===== config.mk =====
export PLATFORM = sky130hd
export DESIGN_NAME = cst_block
export DESIGN_NICKNAME = d
export VERILOG_FILES = /design/src/design/cst_pkg.sv /design/src/design/cst_block.sv /design/src/design/cst_timer.sv /design/src/design/cst_wake_filter.sv
export SDC_FILE = /design/constraint.sdc
export NUM_CORES = 1
export LEC_CHECK = 0
export BUFFER_PORTS_ARGS = -buffer_cell sky130_fd_sc_hd__clkbuf_2
export CORE_MARGIN = 3
export CORE_UTILIZATION = 40
export DETAILED_ROUTE_END_ITERATION = 6
export HOLD_SLACK_MARGIN = 0.12
export PLACE_DENSITY = 0.67
export SLEW_MARGIN = 40
export SYNTH_ARGS = -nofsm -noshare
export SYNTH_HDL_FRONTEND = slang
export SYNTH_SLANG_ARGS = --single-unit

===== constraint.sdc =====
create_clock -name clk_sys -period 12.86 [get_ports clk_sys]
set_input_delay 2.572 -clock clk_sys [delete_from_list [all_inputs] [get_ports clk_sys]]
set_output_delay 2.572 -clock clk_sys [all_outputs]
set_load 0.02 [all_outputs]

===== src/design/cst_pkg.sv =====
// constants, codes and timing tables shared by the cyclic-sense timer block
package cst_pkg;

    // =========================================================================
    // time base
    localparam int CLK_PERIOD_NS = 25;        // 40 MHz system clock
    localparam int TICK_NS       = 1000;      // common 1 us time base
    localparam int TICK_CYCLES   = (TICK_NS + CLK_PERIOD_NS - 1) / CLK_PERIOD_NS;
    localparam int FILT_SHORT_US = 16;        // static and cyclic filter time
    localparam int FILT_LONG_US  = 64;        // long static filter time
    localparam int CNT_W         = 21;        // holds 2 s in microseconds
    localparam int STAB_W        = 7;         // stability counter, holds 64

    // =========================================================================
    // register map, reset values and field layout
    localparam logic [6:0] ADDR_WAKE_FILTER  = 7'h09;
    localparam logic [6:0] ADDR_FIRST_TIMER  = 7'h0c;
    localparam logic [6:0] ADDR_SECOND_TIMER = 7'h0d;
    localparam logic [7:0] REG_RESET_VALUE   = 8'h00;
    localparam int         FLT_FIELD_W       = 2;
    localparam int         FLT_ALL_W         = 6;     // bits 5:0, 7:6 read zero
    localparam int         CODE_W            = 3;
    localparam int         ON_LSB            = 4;     // on-time in bits 6:4
    localparam int         PER_LSB           = 0;     // period in bits 2:0

    // =========================================================================
    // encodings
    localparam logic [2:0] ON_OFF_LOW    = 3'h0;
    localparam logic [2:0] ON_OFF_HIGH   = 3'h6;
    localparam logic [1:0] FLT_STATIC16  = 2'h0;
    localparam logic [1:0] FLT_STATIC64  = 2'h1;
    localparam logic [1:0] FLT_CYC_ONE   = 2'h2;
    localparam logic [1:0] FLT_CYC_TWO   = 2'h3;
    localparam logic [2:0] HS_BY_FIRST   = 3'h2;
    localparam logic [2:0] HS_BY_SECOND  = 3'h3;

    typedef logic [CNT_W-1:0] cst_us_type;

    // on-time in microseconds; zero marks a code that does not run
    function automatic cst_us_type on_time_us(input logic [2:0] code);
        unique case (code)
            3'h1:    on_time_us = cst_us_type'(100);
            3'h2:    on_time_us = cst_us_type'(300);
            3'h3:    on_time_us = cst_us_type'(1000);
            3'h4:    on_time_us = cst_us_type'(10000);
            3'h5:    on_time_us = cst_us_type'(20000);
            default: on_time_us = '0;
        endcase
    endfunction

    // period in microseconds; the reserved code gives zero and stops the timer
    function automatic cst_us_type period_us(input logic [2:0] code);
        unique case (code)
            3'h0:    period_us = cst_us_type'(10000);
            3'h1:    period_us = cst_us_type'(20000);
            3'h2:    period_us = cst_us_type'(50000);
            3'h3:    period_us = cst_us_type'(100000);
            3'h4:    period_us = cst_us_type'(200000);
            3'h5:    period_us = cst_us_type'(1000000);
            3'h6:    period_us = cst_us_type'(2000000);
            default: period_us = '0;
        endcase
    endfunction

endpackage


===== src/design/cst_block.sv =====
// cyclic-sense timers, wake filters and their register file
// =============================================================================
// Summary of operation
// - filter code 00 accepts a wake level after 16 us of stability.
// - filter code 01 accepts a wake level after 64 us of stability.
// - filter code 10 samples cyclically over 16 us ending each first-timer on-time.
// - filter code 11 samples cyclically over 16 us ending each second-timer on-time.
// - filter register holds three 2-bit selects in bits 5:0; bits 7:6 read zero.
// - on-time bits 6:4 select 0.1, 0.3, 1, 10 or 20 ms.
// - on-time code 000 stops the timer, controlled outputs low; 111 reserved.
// - on-time code 110 stops the timer, controlled outputs high.
// - period bits 2:0 select 10 ms up to 2 s; 111 reserved.
// - second timer register mirrors the first timer's layout and encodings.
// - timer starts by itself once a running on-time code is written.
// - restart with cyclic sensing clears both timers' period and on-time.
// - cyclic wake and cyclic sensing run together when both are enabled.
// - restart clears filter bits 7:6 and keeps the filter fields.
// - power-on, soft reset and restart zero both timer registers.
// - wake control bit 6 and 7 make the timers cyclic wake sources.
// - high-side code 010 follows the first timer, 011 the second.
// =============================================================================
`timescale 1ns/10ps
`default_nettype none

module cst_block #(
    parameter int TICK_CYCLES = cst_pkg::TICK_CYCLES,   // clocks per time base tick
    parameter int NUM_HS      = 4,
    parameter int NUM_WAKE    = 3
) (
    // clock and reset
    input  wire logic                  clk_sys,
    input  wire logic                  reset_n,
    // register access from the serial interface decoder
    input  wire logic                  reg_wr_en,
    input  wire logic                  reg_rd_en,
    input  wire logic [6:0]            reg_addr,
    input  wire logic [7:0]            reg_wdata,
    output logic      [7:0]            reg_rd_data,
    // device mode events
    input  wire logic                  soft_reset,
    input  wire logic                  restart_state,
    // wake control bits and high-side configuration
    input  wire logic                  first_timer_wake_source_en,
    input  wire logic                  second_timer_wake_source_en,
    input  wire logic [NUM_HS*3-1:0]   high_side_cfg,
    // wake pins
    input  wire logic [NUM_WAKE-1:0]   wake_in,
    // results
    output logic                       first_timer_pulse,
    output logic                       second_timer_pulse,
    output logic      [NUM_HS-1:0]     high_side_output,
    output logic      [NUM_WAKE-1:0]   wake_level,
    output logic      [1:0]            timer_wake_evt
);

    // =========================================================================
    // elaboration checks
    if (TICK_CYCLES < 1 || TICK_CYCLES > 65535) begin : g_bad_tick
        $error("TICK_CYCLES out of range");
    end
    if (NUM_WAKE != 3) begin : g_bad_wake
        $error("filter register serves exactly three wake inputs");
    end
    // the follow check below watches high-side output two
    if (NUM_HS < 3) begin : g_bad_hs
        $error("NUM_HS must be at least three");
    end

    localparam int DIV_W = 16;

    // =========================================================================
    // block state
    typedef struct packed {
        logic [DIV_W-1:0]              div;
        logic                          tick;
        logic [cst_pkg::FLT_ALL_W-1:0] flt;
        logic [2:0]                    t1_on;
        logic [2:0]                    t1_per;
        logic [2:0]                    t2_on;
        logic [2:0]                    t2_per;
        logic [7:0]                    rd_data;
        logic [NUM_HS-1:0]             hs_drv;
        logic [1:0]                    wake_evt;
    } cst_block_state_type;

    cst_block_state_type s_r;
    cst_block_state_type s_nxt;

    logic [1:0]          win;
    logic [1:0]          win_end;
    logic                pulse_one;
    logic                pulse_two;
    logic [7:0]          rd_mux;

    // =========================================================================
    // timers; the second one shares the layout of the first
    cst_timer u_timer_one (
        .clk_sys   (clk_sys),
        .reset_n   (reset_n),
        .tick      (s_r.tick),
        .on_code   (s_r.t1_on),
        .per_code  (s_r.t1_per),
        .pulse     (pulse_one),
        .sense_win (win[0]),
        .sense_end (win_end[0])
    );

    cst_timer u_timer_two (
        .clk_sys   (clk_sys),
        .reset_n   (reset_n),
        .tick      (s_r.tick),
        .on_code   (s_r.t2_on),
        .per_code  (s_r.t2_per),
        .pulse     (pulse_two),
        .sense_win (win[1]),
        .sense_end (win_end[1])
    );

    // =========================================================================
    // wake filters, one per input, all on the same tick as the timers
    for (genvar i = 0; i < NUM_WAKE; i++) begin : g_filt
        cst_wake_filter u_filt (
            .clk_sys  (clk_sys),
            .reset_n  (reset_n),
            .tick     (s_r.tick),
            .win      (win),
            .win_end  (win_end),
            .wake_raw (wake_in[i]),
            .mode     (s_r.flt[i*cst_pkg::FLT_FIELD_W +: cst_pkg::FLT_FIELD_W]),
            .level    (wake_level[i])
        );
    end

    // =========================================================================
    // read mux; unmapped addresses read zero
    always_comb begin
        rd_mux = 8'h00;
        unique case (reg_addr)
            cst_pkg::ADDR_WAKE_FILTER: begin
                rd_mux[cst_pkg::FLT_ALL_W-1:0] = s_r.flt;
            end
            cst_pkg::ADDR_FIRST_TIMER: begin
                rd_mux[cst_pkg::ON_LSB +: cst_pkg::CODE_W]  = s_r.t1_on;
                rd_mux[cst_pkg::PER_LSB +: cst_pkg::CODE_W] = s_r.t1_per;
            end
            cst_pkg::ADDR_SECOND_TIMER: begin
                rd_mux[cst_pkg::ON_LSB +: cst_pkg::CODE_W]  = s_r.t2_on;
                rd_mux[cst_pkg::PER_LSB +: cst_pkg::CODE_W] = s_r.t2_per;
            end
            default: begin
                rd_mux = 8'h00;
            end
        endcase
    end

    // =========================================================================
    // next state: divider, register writes, restart, outputs
    always_comb begin
        logic [2:0] code;
        code  = 3'h0;
        s_nxt = s_r;

        // divider makes the 1 us tick as a one-cycle enable
        if (s_r.div >= DIV_W'(TICK_CYCLES - 1)) begin
            s_nxt.div  = '0;
            s_nxt.tick = 1'b1;
        end else begin
            s_nxt.div  = s_r.div + DIV_W'(1);
            s_nxt.tick = 1'b0;
        end

        // register writes; a new running on-time starts its timer at once
        if (reg_wr_en) begin
            unique case (reg_addr)
                cst_pkg::ADDR_WAKE_FILTER: begin
                    s_nxt.flt = reg_wdata[cst_pkg::FLT_ALL_W-1:0];
                end
                cst_pkg::ADDR_FIRST_TIMER: begin
                    s_nxt.t1_on  = reg_wdata[cst_pkg::ON_LSB +: cst_pkg::CODE_W];
                    s_nxt.t1_per = reg_wdata[cst_pkg::PER_LSB +: cst_pkg::CODE_W];
                end
                cst_pkg::ADDR_SECOND_TIMER: begin
                    s_nxt.t2_on  = reg_wdata[cst_pkg::ON_LSB +: cst_pkg::CODE_W];
                    s_nxt.t2_per = reg_wdata[cst_pkg::PER_LSB +: cst_pkg::CODE_W];
                end
                default: begin
                    s_nxt.flt = s_r.flt;
                end
            endcase
        end

        // restart wins over a write in the same cycle; high-side outputs are not
        // cleared then, they only fall one cycle after the stopped timers' pulses fall
        if (restart_state) begin
            s_nxt.t1_on  = 3'h0;
            s_nxt.t1_per = 3'h0;
            s_nxt.t2_on  = 3'h0;
            s_nxt.t2_per = 3'h0;
            s_nxt.flt    = s_r.flt;
        end

        // soft reset zeroes the filter and timer registers as power-on does
        if (soft_reset) begin
            s_nxt.flt    = '0;
            s_nxt.t1_on  = 3'h0;
            s_nxt.t1_per = 3'h0;
            s_nxt.t2_on  = 3'h0;
            s_nxt.t2_per = 3'h0;
        end

        // registered read answer, valid the cycle after the strobe
        if (reg_rd_en) begin
            s_nxt.rd_data = rd_mux;
        end

        // high-side outputs assigned to a timer follow its pulse
        for (int i = 0; i < NUM_HS; i++) begin
            code = high_side_cfg[i*3 +: 3];
            s_nxt.hs_drv[i] = ((code == cst_pkg::HS_BY_FIRST)  && pulse_one) ||
                              ((code == cst_pkg::HS_BY_SECOND) && pulse_two);
        end

        // cyclic wake events run beside cyclic sensing, independent of it
        s_nxt.wake_evt[0] = win_end[0] && first_timer_wake_source_en;
        s_nxt.wake_evt[1] = win_end[1] && second_timer_wake_source_en;
    end

    // synchronous reset returns every register to its power-on value
    always_ff @(posedge clk_sys) begin
        if (!reset_n) begin
            s_r <= '0;
        end else begin
            s_r <= s_nxt;
        end
    end

    assign reg_rd_data        = s_r.rd_data;
    assign first_timer_pulse  = pulse_one;
    assign second_timer_pulse = pulse_two;
    assign high_side_output   = s_r.hs_drv;
    assign timer_wake_evt     = s_r.wake_evt;
endmodule

`default_nettype wire


===== src/design/cst_timer.sv =====
// one cyclic-sense timer: periodic on-time pulse and end-of-on-time sense window
`timescale 1ns/10ps
`default_nettype none

module cst_timer (
    // clock and reset
    input  wire logic       clk_sys,
    input  wire logic       reset_n,
    // time base
    input  wire logic       tick,
    // settings
    input  wire logic [2:0] on_code,
    input  wire logic [2:0] per_code,
    // results
    output logic            pulse,
    output logic            sense_win,
    output logic            sense_end
);

    typedef struct packed {
        cst_pkg::cst_us_type cnt;
        logic                pulse;
    } cst_timer_state_type;

    cst_timer_state_type s_r;
    cst_timer_state_type s_nxt;
    cst_pkg::cst_us_type on_us;
    cst_pkg::cst_us_type per_us;
    logic                running;

    assign on_us   = cst_pkg::on_time_us(on_code);
    assign per_us  = cst_pkg::period_us(per_code);
    assign running = (on_us != '0) && (per_us != '0);

    // sense window covers the last 16 us of every on-time
    assign sense_win = running && (s_r.cnt < on_us) &&
                       (s_r.cnt >= on_us - cst_pkg::cst_us_type'(cst_pkg::FILT_SHORT_US));
    assign sense_end = running && tick && (s_r.cnt == on_us - cst_pkg::cst_us_type'(1));
    assign pulse     = s_r.pulse;

    // counter restarts from zero whenever a running code appears
    always_comb begin
        s_nxt = s_r;
        if (!running) begin
            s_nxt.cnt   = '0;
            s_nxt.pulse = (on_code == cst_pkg::ON_OFF_HIGH);
        end else begin
            s_nxt.pulse = (s_r.cnt < on_us);
            if (tick) begin
                if (s_r.cnt >= per_us - cst_pkg::cst_us_type'(1)) begin
                    s_nxt.cnt = '0;
                end else begin
                    s_nxt.cnt = s_r.cnt + cst_pkg::cst_us_type'(1);
                end
            end
        end
    end

    always_ff @(posedge clk_sys) begin
        if (!reset_n) begin
            s_r <= '0;
        end else begin
            s_r <= s_nxt;
        end
    end
endmodule

`default_nettype wire


===== src/design/cst_wake_filter.sv =====
// one wake input filter: static 16/64 us or cyclic sampling in a timer window
`timescale 1ns/10ps
`default_nettype none

module cst_wake_filter (
    // clock and reset
    input  wire logic       clk_sys,
    input  wire logic       reset_n,
    // time base and sense windows of both timers
    input  wire logic       tick,
    input  wire logic [1:0] win,
    input  wire logic [1:0] win_end,
    // input and setting
    input  wire logic       wake_raw,
    input  wire logic [1:0] mode,
    // filtered level
    output logic            level
);

    typedef struct packed {
        logic                      cand;
        logic [cst_pkg::STAB_W-1:0] cnt;
        logic                      level;
    } cst_filt_state_type;

    cst_filt_state_type s_r;
    cst_filt_state_type s_nxt;
    logic                       cyclic;
    logic                       sel_win;
    logic                       sel_end;
    logic [cst_pkg::STAB_W-1:0] need;

    assign cyclic  = mode[1];
    assign sel_win = mode[0] ? win[1] : win[0];
    assign sel_end = mode[0] ? win_end[1] : win_end[0];
    assign need    = (mode == cst_pkg::FLT_STATIC64) ?
                     cst_pkg::STAB_W'(cst_pkg::FILT_LONG_US) :
                     cst_pkg::STAB_W'(cst_pkg::FILT_SHORT_US);
    assign level   = s_r.level;

    // count ticks of unchanged input; cyclic mode only counts inside the window
    always_comb begin
        s_nxt = s_r;
        if (cyclic && !sel_win) begin
            s_nxt.cand = wake_raw;
            s_nxt.cnt  = '0;
        end else if (tick) begin
            if (wake_raw != s_r.cand) begin
                s_nxt.cand = wake_raw;
                s_nxt.cnt  = cst_pkg::STAB_W'(1);
            end else if (s_r.cnt != '1) begin
                s_nxt.cnt = s_r.cnt + cst_pkg::STAB_W'(1);
            end
            // cyclic accepts only at the very end of the on-time
            if ((s_nxt.cnt >= need) && (!cyclic || sel_end)) begin
                s_nxt.level = s_nxt.cand;
            end
        end
    end

    always_ff @(posedge clk_sys) begin
        if (!reset_n) begin
            s_r <= '0;
        end else begin
            s_r <= s_nxt;
        end
    end
endmodule

`default_nettype wire


; Word level (Yosys, flattened, before mapping)
; Cells that the tools add are included.
[word_totals]
output_inout_bits = 19
register_bits = 119
wordCells = 204
[classes]
n_reduce_logical = 62
eq_ne = 46
n_bitwise = 5
n_addsub = 12
magnitude_cmp = 10
n_mux = 46
[op_table]
columns = op, n
row1 = case mux 21 bit (7 select lines), 2
row2 = case mux 15 bit (5 select lines), 2
row3 = two-way mux 7 bit, 15
row4 = >= comparator 21 bit, 4
row5 = nonzero test 21 bit, 4
row6 = equality test 3 x 2 -> 1 bit (second input constant), 16
row7 = adder 21 x 1 -> 21 bit (second input constant), 2
row8 = equality test 21 bit, 2
row9 = < comparator 21 x 15 -> 1 bit, 2
row10 = two-way mux 21 bit, 2
row11 = subtractor 21 x 1 -> 21 bit (second input constant), 2
row12 = equality test 3 bit (second input constant), 12
row13 = subtractor 15 x 1 -> 16 bit (second input constant), 2
row14 = subtractor 15 x 5 -> 16 bit (second input constant), 2
row15 = two-way mux 9 bit, 3
row16 = logical AND 1 bit, 26
row17 = two-way mux 8 bit, 3
row18 = adder 7 x 1 -> 7 bit (second input constant), 3
row19 = equality test 7 x 4 -> 1 bit (second input constant), 3
row20 = >= comparator 7 bit, 3
row21 = inequality test 7 bit (second input constant), 3
row22 = adder 16 x 1 -> 16 bit (second input constant), 1
row23 = >= comparator 16 x 6 -> 1 bit (second input constant), 1
row24 = two-way mux 1 bit, 16
row25 = 15 further kinds, 50

; Depth between registers and ports, before layout
; Gate-level depths: netlist (run 1).
[logic_depth]
word_depth = 15
ltp_mapped = 19
ltp_nobuf = 17

; Cells and area by module
; A second synthesis (run 1) with hierarchy kept.
[hier_totals]
hier_cells = 1259
hier_area_um2 = 10500.1
[modules_own_cells]
columns = mod, seq_area_each_um2, cells_per_inst, instances, area_per_inst_um2
row1 = cst_timer at u_timer_two, 440.4, 410, 1, 3334.4
row2 = cst_timer at u_timer_one, 440.4, 410, 1, 3213.1
row3 = cst_wake_filter, 180.2, 81, 3, 669.4
row4 = cst_block, 960.9, 196, 1, 1944.4

; Worst setup path before layout (run 1)
; OpenSTA, ideal clock, no wires.
[synth_path]
path_kind = register to register
startpoint = register s_r[18] (netlist name)
endpoint = register g_filt[0].u_filt.s_r[8] (netlist name)
synth_period_minus_slack_ps = 4487
required_ps = 12745
setup_slack_ps = 8373
stages_incl_launch_ff = 19
path_buffers = 2
arrival_time_ps = 4373
setup_ps = 115
path_cell_list = dfxtp_1 -> clkbuf_1 -> inv_1 -> ha_1 -> or4b_1 -> clkbuf_1 -> ha_1 -> nand3b_1 -> a21oi_1 -> xor2_1 -> ha_1 -> o21a_1 -> o21ai_0 -> a2111oi_0 -> o211ai_1 -> or4_1 -> o211a_4 -> o21a_1 -> o21a_1
[synth_via]
elab_chain_cells = 10
word_cells_on_any_way = 18
[synth_rtl]
columns = item, line_no
row1 = "start, declared", cst_block.sv:86  ; cst_block_state_type s_r;
row2 = "start signal, assigned", cst_block.sv:233  ; s_r <= s_nxt;
row3 = equality test 3 bit (tied with other cells), cst_pkg.sv:41  ; unique case (code)
row4 = case mux 15 bit (5 select lines) *, cst_pkg.sv:41
row5 = "parallel branches: the longest is 3 deep, another holds >= comparator 21 bit", -
row6 = logical AND 1 bit *, cst_timer.sv:36  ; assign sense_win = running && (s_r.cnt < on_us) &&
row7 = two-way mux 1 bit *, cst_wake_filter.sv:34  ; assign sel_win = mode[0] ? win[1] : win[0];
row8 = zero test 1 bit *, cst_wake_filter.sv:44  ; if (cyclic && !sel_win) begin
row9 = logical AND 1 bit *, cst_wake_filter.sv:44
row10 = two-way mux 8 bit / nonzero test 2 bit (equally long branches), -
row11 = "end signal, assigned", cst_wake_filter.sv:65  ; s_r <= s_nxt;
row12 = "end, declared", cst_wake_filter.sv:26  ; cst_filt_state_type s_r;
; Every way passes the cells marked *.
; A chain may end at the register's enable or synchronous reset.

; Worst setup path in the final report (run 1)
[layout_path]
startpoint = register s_r[18] (netlist name)
endpoint = register g_filt[2].u_filt.s_r[3] (netlist name)
[layout_via]
elab_chain_cells = 10
word_cells_on_any_way = 17
[layout_rtl]
columns = item, line_no
row1 = equality test 3 bit (tied with other cells), cst_pkg.sv:41
row2 = case mux 15 bit (5 select lines) *, cst_pkg.sv:41
row3 = "parallel branches: the longest is 3 deep, another holds >= comparator 21 bit", -
row4 = logical AND 1 bit *, cst_timer.sv:36
row5 = two-way mux 1 bit *, cst_wake_filter.sv:34
row6 = zero test 1 bit *, cst_wake_filter.sv:44
row7 = logical AND 1 bit *, cst_wake_filter.sv:44
row8 = OR reduction 2 bit (no line) *, -
row9 = "end signal, assigned", cst_wake_filter.sv:65
row10 = "end, declared", cst_wake_filter.sv:26
; Marks and branches as above.

==> summary.txt, run 1 <==
Cells and area
  • # diodes: 0
  • Final-layout fill cell count: 2269
  • Area grow syn2layout: 10.8%
  • Final #Nets: 1362
  • Ratio of cells with drive above 1 in the final layout: 9.33%

Pwr
  • Max VDD drop: ~0.000074 V
  • Power Dens Cells: 84.6 nW/um2
  • Lkg Pwr: ~4.5 nW

Timing
  • Unrepaired setup endpoints after global routing: false
  • Min cycle time layout: around 5.7 ns
  • Hold Violations, Final: 0
  • Final setup TNS: 0 ns
  • Clk_skew: between 0.01 and 0.015 ns
  • Final Slew Violations: 0
  • Achievable Freq: 176 MHz
  • Worst hold slack: around 0.44 ns
  • Max_slew headroom: between 50% and 60%
  • Setup violators final: 0
  • Crit share post-route: 44.2%
  • Slew of the pin with the lowest slew margin: 0.722 ns

Global route
  • Total gr overflow: 0
  • Initial antenna violation count: 0
  • All-Layer GR Usage: 18.7%
  • Pin count of the biggest net entering global routing: 54
  • Vias in the first global route: 7915
  • First-pass GRT wire length: slightly below 40000 um

Detailed routing
  • Residual DRC: 0
  • Vias: 8436
  • Total Wirelength: 23800 um
  • Post-route ant nets: 0
  • Pre-Repair DR Iteration Count: 6
  • Via density: ~5.5
  • Initial DRC count: ~640
  • Routed WL per cell: between 15 and 20 um

Setup path
  • Startpoint types: flip-flop
  • CP Data Required Time: 13.18 ns
  • CP arrival: 6.00 ns
  • Kind of end point of the critical path: flip-flop
  • Setup CP Type: reg -> reg
  • Worst Path Max Fanout: 18

Synth
  • Sequential share of the synthesized area: 25.2%
  • EDFF count, synth: 0
  • Yosys warns: 0
  • Post-synth ARST share: 0%
  • Synth Flop Type: dfxtp_1
  • Cell taking the most area after synthesis: dfxtp_1
  • Cells after synthesis: about 1.2k
  • Syn Std Cell Area: 9460 um2
  • Synth area leaders: dfxtp_1 25%, ha_1 17%, nor2_1 4.5%
  • Syn avg cell area: about 8.0 um2
  • Synthesis-stage register bit count: 119
  • Share of the synthesized area in the top cell type: approximately a quarter
  • Most frequent cell after synthesis: ha_1
  • Netlist cell types: 73
  • Top cells by count, synth: 126 x ha_1, 119 x dfxtp_1, 113 x nor2_1, 101 x nand2_1, 56 x a21oi_1

Run
  • # Max-Cap Violations: 0

Status
  • Outcome: complete, no violations

Clocking
  • TritonCTS clock tree: done
  • Clk sink count: around 120
  • CTS Root Cell: clkbuf_16
  • Post-CTS resize count: 0
  • Setup bufs post-CTS: 0
  • Clk slew on worst S/H paths: approximately 0.060 ns
  • CTS Buffer Depth: 2
  • CTS Buf Count: 17
  • Cts hold-fix bufs: 0
  • Worst-Skew Late Latency: 0.43 ns
  • H-tree Lvls: 4

Floorplan
  • Starting Density: 41.3%
  • DIE AREA: 25500 um2
  • CORE AREA: approximately 23000 um2
  • Die height: 160 um
  • DIE WIDTH: 160 um
  • Ports: 57
  • Cell row count: 55

Worst hold path
  • Hold WC Path Type: reg -> reg

Place
  • Number of port buffers: 54
  • Final Wtd Congestion: 0.914
  • DP Wirelength: 17700 um
path summary, 6_finish.rpt:
| kind | startpoint | end | slack (ns) | cells past startpoint |
|---|---|---|---|---|
| hold reg to reg | s_r[33] | s_r[33] | 0.44 | 1 |
| setup / recovery | s_r[18] | g_filt[2].u_filt.s_r[3] | 7.18 | 16 |
| setup reg to reg | s_r[18] | g_filt[2].u_filt.s_r[3] | 7.18 | 16 |
| hold / removal | s_r[33] | s_r[33] | 0.44 | 1 |
area by class of cell:
cell class	instances	area (um2)	area share, %
well taps	313	392	3.73
inverters	54	203	1.93
clock buffers	19	453	4.32
repair buffers	57	293	2.79
multi-input cells	949	6610	63.1
clock inverters	13	149	1.42
flip-flops and latches	119	2380	22.7
logic make-up after synthesis:
| kind of cell | synth area share [%] |
|---|---|
| simple gates | 23.9 |
| compound gates | 17.3 |
| fa+ha+maj | 16.8 |
| buf+inv | 5.46 |
| flops | 25.2 |
| xor+xnor | 7.22 |
| mux | 4.18 |
| other cells | 0.0396 |
cells in the final DEF (no fill, tap or decap), drive strengths merged, types with 6 or more instances in the layout:
master | Yosys | final
ha | 126 | 126
dfxtp | 119 | 119
nor2 | 113 | 113
nand2 | 101 | 101
clkbuf | 47 | 73
a21oi | 57 | 57
inv | 54 | 55
o21ai | 48 | 48
nand3 | 45 | 45
nor3 | 43 | 43
xor2 | 42 | 42
xnor2 | 36 | 36
mux2i | 35 | 35
nand4 | 24 | 24
nor2b | 23 | 23
and3 | 20 | 20
a21o | 19 | 19
and2 | 17 | 17
a211oi | 16 | 16
a22oi | 14 | 14
nand2b | 13 | 13
o21a | 12 | 12
and4 | 12 | 12
a31oi | 11 | 11
conb | 1 | 11
o211ai | 10 | 10
nor4 | 9 | 9
or3 | 8 | 8
o22ai | 8 | 8
clkinv | 0 | 7
o21bai | 6 | 6
nand3b | 6 | 6
power breakdown:
group          leakage, nW  switching (mW)  internal (mW)
clock                0.286           0.182          0.297
sequential           0.964         0.00241          0.373
combinational         3.25          0.0201         0.0129
critical path, stage by stage, from the launching register on:
cell and delay [ns]:
dfxtp_1 0.69, inv_1 0.21, ha_1 0.59, or4b_1 0.73
ha_1 0.36, nand3b_1 0.21, a21oi_1 0.12, xor2_1 0.16
ha_1 0.31, o21a_1 0.12, o21ai_0 0.06, a2111oi_0 0.54
o211ai_1 0.24, or3_1 0.45, o21ai_0 0.27, o21ai_1 0.24
a211oi_1 0.28
sequential cells by signal (all words and copies together) (netlist names):
name and cells:
reg_rd_data 7, u_timer_one.s_r 21, u_timer_two.pulse 1, g_filt.u_filt.level 3, s_r 35, u_timer_two.s_r 21, u_timer_one.pulse 1, g_filt.u_filt.s_r 24
timer_wake_evt 2, high_side_output 4
stage by stage:
stage / total power, mW / utilization [%] / instances / instance area, um2 / setup slack, ns
4_1_cts: 0.898 / 45.8 / 1524 / 10500 / 7.28
5_1_grt: 0.919 / 45.8 / 1524 / 10500 / 6.81
3_5_place_dp: 0.416 / 43.1 / 1492 / 9880 / 7.36
3_3_place_gp: 0.415 / 43.1 / 1492 / 9880 / 7.41
2_1_floorplan: 0.403 / - / 1188 / 9500 / 8.37
6_report: 0.887 / 45.8 / 1524 / 10500 / 7.18
routing by layer:
layer  GRT usage [%]  vias to the layer above  part of all wire (%)
li1                -                     4273                     -
met1            24.6                     3927                    47
met2            31.3                      184                    47
met3            3.06                       52                   3.7
met4            6.63                        0                   2.7
met5               0                        -                     0
Note: power is estimated with default switching activity, not from simulation.
==> run 2, diff against run 1 <==
- ABC_AREA: not set -> 1
- clock period: 12.86 -> 5.9 ns (I/O delays scaled with it)
==> summary.txt, run 2 <==
Cells and area
  • Area grow syn2layout: 11.4%
  • Final #Nets: 1599
  • Regs by FF count: s_r (35), g_filt.u_filt.s_r (24)
  • Most common cell after layout, fill and taps aside: nand2_1
  • Largest register FFs: 35
  • # diodes: 0
  • Final-layout fill cell count: 2401
  • Ratio of cells with drive above 1 in the final layout: 9.67%
  • Final Util: 46.0%
  • Commonest non-fill, non-tap cells in the layout: 259 x nand2_1, 191 x nor2_1, 157 x inv_1
  • Reg with most FFs: s_r

Place
  • Final Wtd Congestion: around 0.94
  • Number of port buffers: 54
  • Dpl ws: approximately 1.7 ns
  • DP Wirelength: 19700 um

Synth
  • Post-synth ARST share: 0%
  • Share of the synthesized area in the top cell type: 25.1%
  • Synth area leaders: dfxtp_1 25%, ha_1 17%, nand2_1 10%
  • Most frequent cell after synthesis: nand2_1
  • Yosys warns: 0
  • Synthesis-stage register bit count: 119
  • Sequential share of the synthesized area: 25.1%
  • Cells after synthesis: roughly 1.4k
  • Syn Std Cell Area: 9500 um2
  • Synth Flop Type: dfxtp_1
  • Top cells by count, synth: 259 x nand2_1, 191 x nor2_1, 157 x inv_1, 126 x ha_1, 119 x dfxtp_1
  • Syn avg cell area: 6.83 um2
  • EDFF count, synth: 0
  • Cell taking the most area after synthesis: dfxtp_1
  • Netlist cell types: 49

Clocking
  • CTS Buffer Depth: 2
  • CTS Buf Count: 17
  • Setup bufs post-CTS: 0
  • CTS Root Cell: clkbuf_16
  • Clk sink count: around 120
  • TritonCTS clock tree: done
  • Cts hold-fix bufs: 0
  • Clk slew on worst S/H paths: 0.06 ns
  • Worst-Skew Late Latency: 0.43 ns
  • H-tree Lvls: 4
  • Post-CTS resize count: 0

Floorplan
  • DIE AREA: 25600 um2
  • CORE AREA: 23000 um2
  • DIE WIDTH: 160 um
  • Cell row count: 55
  • Die height: 160 um
  • Ports: 57
  • Starting Density: around 41%

Timing
  • Final Slew Violations: 0
  • Clk_skew: 0.0149 ns
  • Min cycle time layout: 4.27 ns
  • Achievable Freq: 234 MHz
  • PnR worst setup slack: approximately 1.6 ns
  • Hold Violations, Final: 0
  • Unrepaired setup endpoints after global routing: false
  • Setup violators final: 0
  • Max_slew headroom: 53.7%
  • Crit share post-route: 72.5%
  • Slew of the pin with the lowest slew margin: 0.676 ns
  • Worst hold slack: 0.459 ns
  • Final setup TNS: 0 ns

Setup path
  • CP Data Required Time: 6.22 ns
  • Setup CP Type: reg -> reg
  • CP max-delay cell: dfxtp_1
  • Reg-to-Reg End: g_filt[2].u_filt.level
  • CP Cell Sequence: inv_2 > ha_1 > inv_1 > nand3_1 > ha_1 > nand2_2 > nor2_2 > o21ai_0 > xor2_1 > ha_1 > nand2_1 > inv_1 > o21ai_0 > a21oi_1 > nor2_1 > nand4_1 > nand3_1 > nand3_2 > nand2_1 > inv_1 > a21oi_1 > nor2_1
  • Worst Path Max Fanout: 9
  • Startpoint types: flip-flop
  • CP arrival: 4.60 ns
  • Reg2reg setup slack: 1.63 ns
  • Kind of end point of the critical path: flip-flop
  • Worst-case reg-to-reg path depth: 22
  • Reg-to-reg startpoint: s_r[18]
  • CP peak stage delay: 0.50 ns

Pwr
  • Max VDD drop: 0.000210 V
  • Sw Ratio: 27.6%
  • Clock Power Share: 52.3%
  • Lkg Pwr: 4.87 nW
  • Reg power frac: a little over two fifths
  • Switching Power: 543 uW
  • Logic pwr share: 5.4%
  • Internal: between 1 and 1.5 mW
  • Power Dens Cells: 186 nW/um2

Global route
  • Pin count of the biggest net entering global routing: 37
  • Total gr overflow: 0
  • Initial antenna violation count: 0
  • Vias in the first global route: 8615
  • All-Layer GR Usage: 19.4%
  • First-pass GRT wire length: approximately 41000 um

Worst hold path
  • Hold worst-path end: s_r[33]
  • Min-Delay Startpoint: s_r[33]
  • Hold path cells: 1
  • Hold WC Path Type: reg -> reg

Detailed routing
  • Routed WL per cell: 14.2 um
  • Post-route ant nets: 0
  • Initial DRC count: 577
  • Vias: 9218
  • Total Wirelength: 25000 um
  • Via density: 5.23
  • Residual DRC: 0
  • Pre-Repair DR Iteration Count: 5

Status
  • Outcome: complete, no violations

Run
  • # Max-Cap Violations: 0
-- run 2: worst max path at each step --
stage,from,endpoint,cells past startpoint
after floorplan,s_r[18],g_filt[1].u_filt.level,23
after global placement,s_r[18],g_filt[1].u_filt.level,22
after detailed placement,s_r[18],g_filt[0].u_filt.level,22
after CTS,s_r[18],g_filt[0].u_filt.level,22
after global routing,s_r[18],g_filt[0].u_filt.level,22
final,s_r[18],g_filt[2].u_filt.level,22
-- run 2: final cells by class --
type                            count  area (um2)  area share, %
Multi-Input combinational cell   1075        6320           59.7
Sequential cell                   119        2380           22.5
Inverter                          166         623           5.89
Clock buffer                       17         425           4.02
Tap cell                          313         392           3.70
Timing Repair Buffer               56         285           2.70
Clock inverter                     15         154           1.45
-- run 2: metal layers --
metal  GRT usage (%)  routed length [um]  vias to the layer above
met3            4.05                1210                       42
met1            24.4               11400                     4198
met5               0                   0                        -
li1                -                   -                     4754
met4            6.35                 555                        0
met2            33.0               11800                      224
-- run 2: power groups by stage --
stage	clock, mW	sequential (mW)	combinational [mW]
2_1_floorplan	0	0.844	0.0755
4_1_cts	1.04	0.830	0.107
3_5_place_dp	0	0.847	0.106
6_report	1.03	0.830	0.107
5_1_grt	1.08	0.831	0.122
3_3_place_gp	0	0.847	0.105
-- run 2: cell families after synthesis --
logic type / count (synthesis) / share of synthesized area, %
AO/OA/AOI/OAI: 223 / 13.5
XOR/XNOR: 42 / 4.02
adder cells (fa/ha/maj): 126 / 16.6
buffers and inverters: 206 / 8.90
flip-flops: 119 / 25.1
other: 1 / 0.0395
AND/OR/NAND/NOR: 673 / 31.9
-- run 2: per-stage QoR --
step	area [um2]	std cells	power [mW]
floorplan	9540	1400	0.920
global placement	9990	1729	0.951
detailed placement	9990	1729	0.954
CTS	10600	1761	1.98
global route	10600	1761	2.03
finish	10600	1761	1.96
-- run 2: worst max-delay path: cells and delay by family (launching register included) --
kind            cells  cell delay, ns
simple gates       10            1.35
fa+ha+maj           3            1.15
flops               1            0.50
xor+xnor            1            0.21
buf+inv             4            0.40
compound gates      4            0.55
==> run 3, diff against run 2 <==
- clock period: 5.9 -> 4.2 ns (I/O delays scaled with it)
==> summary.txt, run 3 (synthesized netlist as in run 2, its figures left out) <==
Cells and area
  • Ratio of cells with drive above 1 in the final layout: 9.91%
  • Area grow syn2layout: 11.6%
  • Final Instance Area: 10600 um2
  • # diodes: 0
  • Reg with most FFs: s_r
  • Most common cell after layout, fill and taps aside: nand2_1
  • Non-filler cells, final: 1766
  • Commonest non-fill, non-tap cells in the layout: 259 x nand2_1, 191 x nor2_1, 157 x inv_1
  • Largest register FFs: 35
  • Final #Nets: 1604
  • Regs by FF count: s_r (35), g_filt.u_filt.s_r (24)

Setup path
  • Kind of end point of the critical path: flip-flop
  • Worst Path Max Fanout: 9
  • Startpoint types: flip-flop
  • Setup CP Type: reg -> reg
  • Reg-to-reg startpoint: s_r[18]
  • CP Cell Sequence: inv_2 > ha_1 > inv_1 > nand3_1 > ha_1 > nand2_2 > nor2_2 > o21ai_0 > xor2_1 > ha_1 > nand2_1 > inv_1 > o21ai_0 > a21oi_1 > nor2_1 > nand4_1 > nand3_1 > nand3_2 > nand2_1 > inv_1 > a21oi_1 > nor2_1
  • Critical Path Source: s_r[18]
  • CP max-delay cell: dfxtp_2
  • CP arrival: ~4.1 ns
  • CP Data Required Time: between 4 and 5 ns
  • CP peak stage delay: 0.42 ns

Pwr
  • Power Dens Cells: ~260 nW/um2
  • Lkg Pwr: about 5 nW
  • Max VDD drop: 0.000314 V

Clocking
  • TritonCTS clock tree: done
  • H-tree Lvls: 4
  • Clk slew on worst S/H paths: 0.06 ns
  • Worst-Skew Late Latency: 0.43 ns
  • CTS Buf Count: 17
  • CTS Root Cell: clkbuf_16
  • Clk sink count: 119
  • Setup bufs post-CTS: 0
  • CTS Buffer Depth: 2

Floorplan
  • Starting Density: 41.3%
  • DIE AREA: 25600 um2
  • CORE AREA: 23000 um2
  • Die height: between 150 and 200 um
  • DIE WIDTH: around 160 um
  • Cell row count: 55
  • Ports: between 50 and 60

Place
  • DP Wirelength: around 20000 um
  • Placed Area: between 10000 and 15000 um2
  • Placed Cells: 1734
  • Dpl ws: around 0.36 ns
  • Number of port buffers: 54
  • Final Wtd Congestion: ~0.95

Timing
  • Slew of the pin with the lowest slew margin: a little under 0.8 ns
  • Final setup TNS: 0 ns
  • Crit share post-route: between 90% and 100%
  • Max_slew headroom: 47.9%
  • Clk_skew: 0.00856 ns
  • Achievable Freq: ~260 MHz
  • Setup violators final: 0
  • Final Slew Violations: 0
  • Unrepaired setup endpoints after global routing: false
  • PnR worst setup slack: 0.410 ns
  • Hold Violations, Final: 0
  • Min cycle time layout: approximately 3.8 ns

Run
  • # Max-Cap Violations: 0

Global route
  • Pin count of the biggest net entering global routing: 37
  • Initial antenna violation count: 0
  • All-Layer GR Usage: 20.3%
  • Total gr overflow: 0
  • First-pass GRT wire length: roughly 43000 um
  • Vias in the first global route: 8816

Detailed routing
  • Vias: 9209
  • Residual DRC: 0
  • Pre-Repair DR Iteration Count: 7
  • Via density: 5.21
  • Post-route ant nets: 0
  • Routed WL per cell: 14.4 um
  • Total Wirelength: 25500 um
  • Initial DRC count: a little over 700

Status
  • Outcome: complete, no violations

Worst hold path
  • Min-Delay Startpoint: s_r[33]
  • Hold WC Path Type: reg -> reg
[run 3: where the power goes]
part           internal, mW  switching (mW)
Sequential             1.15          0.0185
Combinational        0.0561          0.0944
Clock                 0.790           0.643
Total                  2.00           0.756
[run 3: path summary, 6_finish.rpt]
path / endpoint / slack, ns / cells past startpoint
worst min-delay path: s_r[33] / 0.45 / 1
worst min register to register: s_r[33] / 0.45 / 1
worst max register to register: g_filt[2].u_filt.level / 0.41 / 22
worst max-delay path: g_filt[2].u_filt.level / 0.41 / 22
[run 3: cell type report]
cell class              count  area (um2)
well taps                 313         392
repair buffers             61         323
inverters                 166         623
clock inverters            15         150
multi-input cells        1075        6310
clock buffers              17         425
flip-flops and latches    119        2380
fillers                  2362       12400
[run 3: layer usage]
layer	GRT usage (%)	wire length, um
met1	25.8	11400
met2	34.6	12000
met5	0	0
met3	2.75	1370
met4	8.13	735
[run 3: metrics by stage]
stage / total power, mW / hold slack [ns] / util, %
floorplan: 1.29 / 0.418 / -
detailed placement: 1.34 / 0.439 / 43.6
finish: 2.75 / 0.453 / 46.1
CTS: 2.78 / 0.454 / 46.1
global placement: 1.34 / 0.433 / 43.6
global route: 2.86 / 0.491 / 46.1
[run 3: critical path: cells and delay by family, from the launching register on]
kind | cells | cell delay (ns)
and+or+nand+nor | 10 | 1.25
adders and majority gates | 3 | 0.90
AOI/OAI and AO/OA | 4 | 0.56
DFF | 1 | 0.42
buffers and inverters | 4 | 0.30
xor gates and xnor gates | 1 | 0.25
[run 3: timing repair]
action	4_1_cts	5_1_grt
hold buffers	0	0
setup endpoints to repair	0	2
gates resized for setup	0	1
hold endpoints to repair	0	0
